### src/verilog/ser_regs.svh
`ifndef SER_REGS_SVH
`define SER_REGS_SVH

// standard event status field positions
`define SER_BIT_POWER_ON 7
`define SER_BIT_USER_REQ 6
`define SER_BIT_CMD_ERR 5
`define SER_BIT_EXEC_ERR 4
`define SER_BIT_DEV_ERR 3
`define SER_BIT_QUERY_ERR 2
`define SER_BIT_REQ_CTL 1
`define SER_BIT_OP_DONE 0

// status summary byte field positions
`define SER_SB_SVC 6
`define SER_SB_EVT_SUM 5
`define SER_SB_MSG 4
`define SER_SB_UNUSED 8'h8f

// bits that hardware may ever set or hold
`define SER_EVT_IMPL 8'hbd
`define SER_SRV_IMPL 8'h30

// enable values loaded with power-on clear
`define SER_DEV_EN_PSC 8'hff
`define SER_SUM_EN_PSC 8'h00
`define SER_SRV_EN_PSC 8'h00

`define SER_ZERO8 8'h00

`endif

### src/verilog/ser_pkg.sv
package ser_pkg;

	typedef enum logic [0:0] {
		st_init = 1'h0,
		st_run = 1'h1
	} ser_state_t;

	typedef struct packed {
		ser_state_t st;
		logic [7:0] evt_stat;
		logic [7:0] dev_en;
		logic [7:0] sum_en;
		logic [7:0] srv_en;
		logic req_svc;
		logic master_prev;
		logic op_armed;
		logic [7:0] rd_data;
		logic rd_valid;
		logic [7:0] eq_evt;
		logic eq_push;
	} ser_st_t;

endpackage

### src/verilog/ser_top.sv
`timescale 1ns/100ps
`include "ser_regs.svh"

module ser_top (
	input wire logic sys_clk, // system clock
	input wire logic rstn, // async reset, low
	input wire logic evt_power_on, // power-on event pulse
	input wire logic evt_cmd_err, // parse error pulse
	input wire logic evt_exec_err, // execution error pulse
	input wire logic evt_dev_err, // device error pulse
	input wire logic evt_query_err, // query error pulse
	input wire logic op_cmpl_cmd, // completion command pulse
	input wire logic ops_busy, // operations pending level
	input wire logic oq_has_data, // output queue not empty
	input wire logic psc_clear, // power-on clear select
	input wire logic [7:0] nv_dev_en, // stored device mask
	input wire logic [7:0] nv_sum_en, // stored summary mask
	input wire logic [7:0] nv_srv_en, // stored service mask
	input wire logic [7:0] cmd_wdata, // write data
	input wire logic cmd_dev_en_wr, // write device mask
	input wire logic cmd_sum_en_wr, // write summary mask
	input wire logic cmd_srv_en_wr, // write service mask
	input wire logic qry_dev_en, // read device mask
	input wire logic qry_sum_en, // read summary mask
	input wire logic qry_srv_en, // read service mask
	input wire logic qry_evt_stat, // read and clear events
	input wire logic qry_stb, // status byte query
	input wire logic serial_poll, // serial poll read
	output logic [7:0] rd_data, // query answer
	output logic rd_valid, // answer strobe
	output logic srv_request, // service request to bus
	output logic eq_push, // event queue entry strobe
	output logic [7:0] eq_evt, // events entered
	output logic [7:0] dev_en_out, // device mask for saving
	output logic [7:0] sum_en_out, // summary mask for saving
	output logic [7:0] srv_en_out // service mask for saving
);
	import ser_pkg::*;

	ser_st_t s;
	ser_st_t n;

	logic [7:0] raw_evt;
	logic [7:0] gate_en;
	logic [7:0] set_evt;
	logic op_done;
	logic evt_sum;
	logic msg_avail;
	logic master_sum;
	logic [7:0] sb_base;
	logic [7:0] sb_query;
	logic [7:0] sb_poll;
	logic [7:0] init_dev;

	// the device mask that applies in the load cycle comes straight from the load value,
	// so the power-on event is judged against what software sees afterwards
	assign init_dev = psc_clear ? `SER_DEV_EN_PSC : nv_dev_en;
	assign gate_en = (s.st == st_init) ? init_dev : s.dev_en;

	assign op_done = s.op_armed & ~ops_busy;

	always_comb begin
		raw_evt = `SER_ZERO8;
		raw_evt[`SER_BIT_POWER_ON] = evt_power_on | (s.st == st_init);
		raw_evt[`SER_BIT_CMD_ERR] = evt_cmd_err;
		raw_evt[`SER_BIT_EXEC_ERR] = evt_exec_err;
		raw_evt[`SER_BIT_DEV_ERR] = evt_dev_err;
		raw_evt[`SER_BIT_QUERY_ERR] = evt_query_err;
		raw_evt[`SER_BIT_OP_DONE] = op_done;
	end

	// the implemented mask keeps bits 6 and 1 dead whatever the enable says
	assign set_evt = raw_evt & gate_en & `SER_EVT_IMPL;

	assign evt_sum = |(s.evt_stat & s.sum_en);
	assign msg_avail = oq_has_data;
	assign master_sum = (evt_sum & s.srv_en[`SER_SB_EVT_SUM])
		| (msg_avail & s.srv_en[`SER_SB_MSG]);

	always_comb begin
		sb_base = `SER_ZERO8;
		sb_base[`SER_SB_EVT_SUM] = evt_sum;
		sb_base[`SER_SB_MSG] = msg_avail;
		sb_query = sb_base;
		sb_query[`SER_SB_SVC] = master_sum;
		sb_poll = sb_base;
		sb_poll[`SER_SB_SVC] = s.req_svc;
	end

	always_comb begin
		n = s;
		n.rd_valid = 1'b0;
		n.eq_push = 1'b0;
		n.eq_evt = `SER_ZERO8;
		n.master_prev = master_sum;
		// a poll in the same cycle as a new rise still leaves the request up
		n.req_svc = (master_sum & ~s.master_prev)
			| (s.req_svc & master_sum & ~serial_poll);
		unique case (s.st)
			st_init: begin
				n.dev_en = init_dev;
				n.sum_en = psc_clear ? `SER_SUM_EN_PSC : nv_sum_en;
				n.srv_en = (psc_clear ? `SER_SRV_EN_PSC : nv_srv_en)
					& `SER_SRV_IMPL;
				n.evt_stat = set_evt;
				n.eq_push = |set_evt;
				n.eq_evt = set_evt;
				n.req_svc = 1'b0;
				n.st = st_run;
			end
			st_run: begin
				// a read clears, but an event in the same cycle survives it
				if (qry_evt_stat) begin
					n.evt_stat = set_evt;
				end else begin
					n.evt_stat = s.evt_stat | set_evt;
				end
				n.eq_push = |set_evt;
				n.eq_evt = set_evt;
				if (op_done) begin
					n.op_armed = 1'b0;
				end
				if (op_cmpl_cmd) begin
					n.op_armed = 1'b1;
				end
				if (cmd_dev_en_wr) begin
					n.dev_en = cmd_wdata;
				end
				if (cmd_sum_en_wr) begin
					n.sum_en = cmd_wdata;
				end
				if (cmd_srv_en_wr) begin
					n.srv_en = cmd_wdata & `SER_SRV_IMPL;
				end
				// one answer per cycle; simultaneous reads are served by priority
				n.rd_valid = qry_evt_stat | qry_stb | serial_poll
					| qry_dev_en | qry_sum_en | qry_srv_en;
				if (qry_evt_stat) begin
					n.rd_data = s.evt_stat;
				end else if (qry_stb) begin
					n.rd_data = sb_query;
				end else if (serial_poll) begin
					n.rd_data = sb_poll;
				end else if (qry_dev_en) begin
					n.rd_data = s.dev_en;
				end else if (qry_sum_en) begin
					n.rd_data = s.sum_en;
				end else if (qry_srv_en) begin
					n.rd_data = s.srv_en;
				end
			end
		endcase
	end

	// registers are at most eight bits each; no wider state is kept
	always_ff @(posedge sys_clk or negedge rstn) begin
		if (!rstn) begin
			s.st <= st_init;
			s.evt_stat <= `SER_ZERO8;
			s.dev_en <= `SER_ZERO8;
			s.sum_en <= `SER_ZERO8;
			s.srv_en <= `SER_ZERO8;
			s.req_svc <= 1'b0;
			s.master_prev <= 1'b0;
			s.op_armed <= 1'b0;
			s.rd_data <= `SER_ZERO8;
			s.rd_valid <= 1'b0;
			s.eq_evt <= `SER_ZERO8;
			s.eq_push <= 1'b0;
		end else begin
			s <= n;
		end
	end

	assign rd_data = s.rd_data;
	assign rd_valid = s.rd_valid;
	assign srv_request = s.req_svc;
	assign eq_push = s.eq_push;
	assign eq_evt = s.eq_evt;
	assign dev_en_out = s.dev_en;
	assign sum_en_out = s.sum_en;
	assign srv_en_out = s.srv_en;
endmodule

### config.mk
export PLATFORM = sky130hd
export DESIGN_NAME = ser_top
export DESIGN_NICKNAME = d
export VERILOG_FILES = /design/src/verilog/ser_pkg.sv /design/src/verilog/ser_top.sv
export VERILOG_INCLUDE_DIRS = /design/src /design/src/verilog
export SDC_FILE = /design/constraint.sdc
export NUM_CORES = 1
export LEC_CHECK = 0
export BUFFER_PORTS_ARGS = -buffer_cell sky130_fd_sc_hd__buf_2
export CAP_MARGIN = 10
export CORE_ASPECT_RATIO = 0.7
export CORE_MARGIN = 2
export CORE_UTILIZATION = 48
export CTS_CLUSTER_SIZE = 16
export DETAILED_ROUTE_END_ITERATION = 10
export GPL_ROUTABILITY_DRIVEN = 0
export GPL_TIMING_DRIVEN = 0
export PLACE_DENSITY = 0.79
export RECOVER_POWER = 100
export SETUP_SLACK_MARGIN = 0.15
export SLEW_MARGIN = 20
export SYNTH_ARGS = -nofsm -noshare
export SYNTH_HDL_FRONTEND = slang
export SYNTH_SLANG_ARGS = --single-unit
### constraint.sdc
create_clock -name sys_clk -period 2.65 [get_ports sys_clk]
set_input_delay 0.265 -clock sys_clk [delete_from_list [all_inputs] [get_ports sys_clk]]
set_output_delay 0.265 -clock sys_clk [all_outputs]
set_load 0.1 [all_outputs]
# ---- Word-level counts from Yosys, hierarchy flattened
# Cells that the tools add are included.
dict set report totals {
  regBits 52
  latch_bits 0
  ram_bits 0
  mem_bits_ro 0
  output_inout_bits 43
  elab_cells 61
  n_memories 0
}
dict set report classes {
  n_addsub 0
  multipliers 0
  div_mod_pow 0
  magnitude_cmp 0
  eq_ne 3
  shift 0
  n_mux 19
  bitwise_logic 21
  reduce_logical 6
}
# operator n
set ops {}
lappend ops {{8-bit 2-to-1 mux} 13}
lappend ops {{32-bit case mux with 2 select lines} 1}
lappend ops {{8-bit AND} 2}
lappend ops {{1-bit OR} 8}
lappend ops {{8-bit OR} 1}
lappend ops {{8-bit OR reduction} 1}
lappend ops {{1-bit AND} 6}
lappend ops {{6-bit 2-to-1 mux} 1}
lappend ops {{2-bit != test (second input constant)} 3}
lappend ops {{6-bit nonzero test} 1}
lappend ops {{6-bit OR reduction} 1}
lappend ops {{1-bit 2-to-1 mux} 4}
lappend ops {{1-bit inverter} 4}
lappend ops {{2-bit AND reduction} 2}
lappend ops {{2-bit nonzero test} 1}

# ---- Logic depth before layout (Yosys ltp)
dict set report logic_depth {
  ltp_word 8
  depth_mapped 6
  depth_no_buf 5
}

# ---- Worst setup path after synthesis
# No wires, ideal clock.
dict set report synth_path {
  path_type {reg-to-reg}
  from {register s[53] (netlist bit)}
  to {register eq_push (netlist name)}
  t_arrival_ns 1.783
  t_required_ns 2.519
  slack_ns 0.735
  path_stages_with_launch 7
  path_buffers 2
  period_less_slack_ns 1.915
  cell_sequence {dfrtp_1 buf_6 or2_4 buf_6 o221a_4 or4_1 or3_1}
}
# element line
set synth_lines {}
lappend synth_lines {{from (decl)} ser_top.sv:40} ;# ser_st_t s;
lappend synth_lines {{from (signal assigned)} ser_top.sv:171} ;# s <= n;

==> results by group <==
Critical path
  – Launch point of the worst reg-to-reg path: s[53]
  – Crit path DAT: 2400 ps
  – Worst-path maximum fanout: 10
  – Crit Path Category: flip-flop to flip-flop
  – Req. time, crit path: 2830 ps
  – R2r endpoint: eq_push
  – R2R setup slack: about 430 ps
  – Setup crit end kind: flip-flop
  – Reg2reg path depth: 5
  – Setup crit start kind: flip-flop

Clock tree
  – Clock Latency Late Sink: 300 ps
  – Resize count post-CTS: 0
  – CTS Hold Bufs: 0
  – CTS Root Cell: clkbuf_8
  – Clk buf depth: 2
  – CTS tree: built
  – Post-CTS setup buffers: 0
  – Clock Pin Slew Worst Setup and Hold Paths: 80 ps
  – Clk sink count: 44
  – Total CTS buffers: 5
  – H-tree depth: 2

Timing
  – Final Hold Slack: between 100 and 150 ps
  – Final setup fails: 0
  – Fin. max-slew vios: 0
  – Fmax: roughly 450 MHz
  – Worst Tran Pin Value: 1180 ps
  – RSZ-0062 raised after global routing: no
  – Fraction of the cycle the final worst path needs: a little over four fifths
  – Clock Skew: 8.87 ps
  – Tmin final: 2220 ps
  – Relative slew slack: 21.5%
  – Final hold vios: 0
  – Fin Setup TNS: 0 ps
  – Final worst setup slack: between 400 and 500 ps

Synthesis
  – Post-Syn Area per Cell: between 10 and 15 sq um
  – Yosys top cell area share: 46.9%
  – Post-synth EDFFs: 0
  – Synth area leader: dfrtp_1
  – Flops & latches, synth: 44
  – Cell count after synthesis: 231
  – Yosys Warn Count: 0
  – Post-synth cell types: 36
  – Main synth FF type: dfrtp_1
  – Register area share after synthesis: 46.9%
  – Asr flop ratio synth: 100%
  – Top cells by area, synth: dfrtp_1, buf_4, mux2i_1, o21ai_0, nand2_1
  – Cell area after synthesis: 2350 sq um

Drt
  – Vias per Instance: around 5
  – Post-Route WL: roughly 5600 um
  – Initial DRC count: 115
  – DRC: 0
  – WL/cell: 14.2 um
  – Vias: roughly 1900
  – Routed Antenna Nets: 0
  – DRT Pass-1 Iters: 5

Floorplan
  – DIE AREA: 5470 sq um
  – Rows: 21
  – Core Area: between 4000 and 5000 sq um
  – Die Y: approximately 62 um
  – Starting Density: 49.3%
  – Die X: ~88 um
  – # IOs: 95

Finish
  – Register Area: 1100 sq um
  – Layout cell share with drive strength beyond 1: 30.3%
  – Area Growth Syn to Fin: 22.1%
  – Final #Nets: 374
  – ANT cells: 0
  – Commonest non-fill, non-tap cell in the layout: clkbuf_1
  – Layout Cells excl Fill: 392
  – Multi-input logic area: 885 sq um
  – Most frequent cells in the layout: clkbuf_1, dfrtp_1, buf_2
  – Layout fillers: 447

Placement
  – Placed cell count: 384
  – DP Wirelength: about 4200 um
  – IO buf count: 77
  – Pre-CTS setup slack: 644 ps

Global route
  – Initial antenna violation count: 0
  – First-pass GRT wire length: 8980 um
  – Grt total ovfl: 0
  – Total Routing Usage GR: 21.5%
  – Largest net degree at the start of global routing: 45
  – Vias in the first global route: 1790

Outcome
  – Outcome: completed

Pwr
  – Worst VDD drop: about 370 uV
  – Pwr per Cell Area: around 700 nW/um^2
  – Leak Pwr: 1.41 nW
  – Total Power: 1.95 mW

Worst hold path
  – Worst min path class: primary input to asynchronous set/reset pin

Job
  – Max Cap Viol: 0
synth_stat cells (4+ instances only):
| cell | instances |
|---|---|
| o21ai_0 | 18 |
| a21o_1 | 6 |
| a22oi_1 | 8 |
| nor2b_1 | 4 |
| nand2_1 | 20 |
| dfrtp_1 | 44 |
| clkbuf_1 | 8 |
| nor2_1 | 15 |
| mux2i_1 | 20 |
| buf_4 | 40 |
| a21oi_1 | 11 |
how the worst max path moves through the flow:
stage               startpoint       to  slack, ps  depth (start not counted)
floorplan                s[53]  eq_push        740                          6
global placement         s[53]  eq_push        670                          6
CTS                      s[53]  eq_push        620                          6
finish                   s[53]  eq_push        430                          5
global route             s[53]  eq_push        330                          5
detailed placement       s[53]  eq_push        640                          6
area by class of cell:
| cell class | count | share of cell area (%) |
|---|---|---|
| flip-flops and latches | 44 | 38.4 |
| multi-input cells | 140 | 30.9 |
| plain buffers | 50 | 12.1 |
| repair buffers | 77 | 11.9 |
| well taps | 69 | 3.01 |
| clock buffers | 6 | 2.88 |
| inverters | 4 | 0.524 |
| clock inverters | 2 | 0.349 |
power breakdown:
group / switching, mW / leakage [nW] / internal [mW] / total, mW
Combinational: 0.564 / 0.827 / 0.174 / 0.738
Clock: 0.221 / 0.0510 / 0.208 / 0.429
Sequential: 0.0529 / 0.528 / 0.734 / 0.787
logic make-up (layout without fill, tap and decap cells):
group	Yosys count	after routing	synth area share [%]
AND/OR/NAND/NOR	50	50	9.87
flip-flops	44	44	46.9
multiplexers	24	24	10.5
AO/OA/AOI/OAI	57	57	16.7
other	2	9	0.320
buffers and inverters	54	139	15.7
stage by stage:
stage,area [sq um],utilization (%)
detailed placement,2840,59.8
global placement,2840,59.8
global route,2870,60.2
floorplan,2370,-
CTS,2940,61.7
finish,2870,60.2
critical path: stages, from the launching register on:
cell and delay [ps]:
dfrtp_1 340, clkbuf_1 290, inv_1 260, o221a_2 380, or4_1 510, or3_1 320
flip-flops by register name, summed over array words and instances (netlist names):
signal,count
srv_en_out,2
sum_en_out,8
rd_data,8
s,9
srv_request,1
eq_push,1
dev_en_out,8
rd_valid,1
eq_evt,6
routing by layer:
layer	up-vias	global-route usage, %	part of all wire [%]
met5	-	0	0
met2	77	28.6	41
met3	8	4.89	6.8
li1	940	-	-
met1	883	34.2	51
met4	0	7.12	1.3
Power figures use the tool's default switching activity.
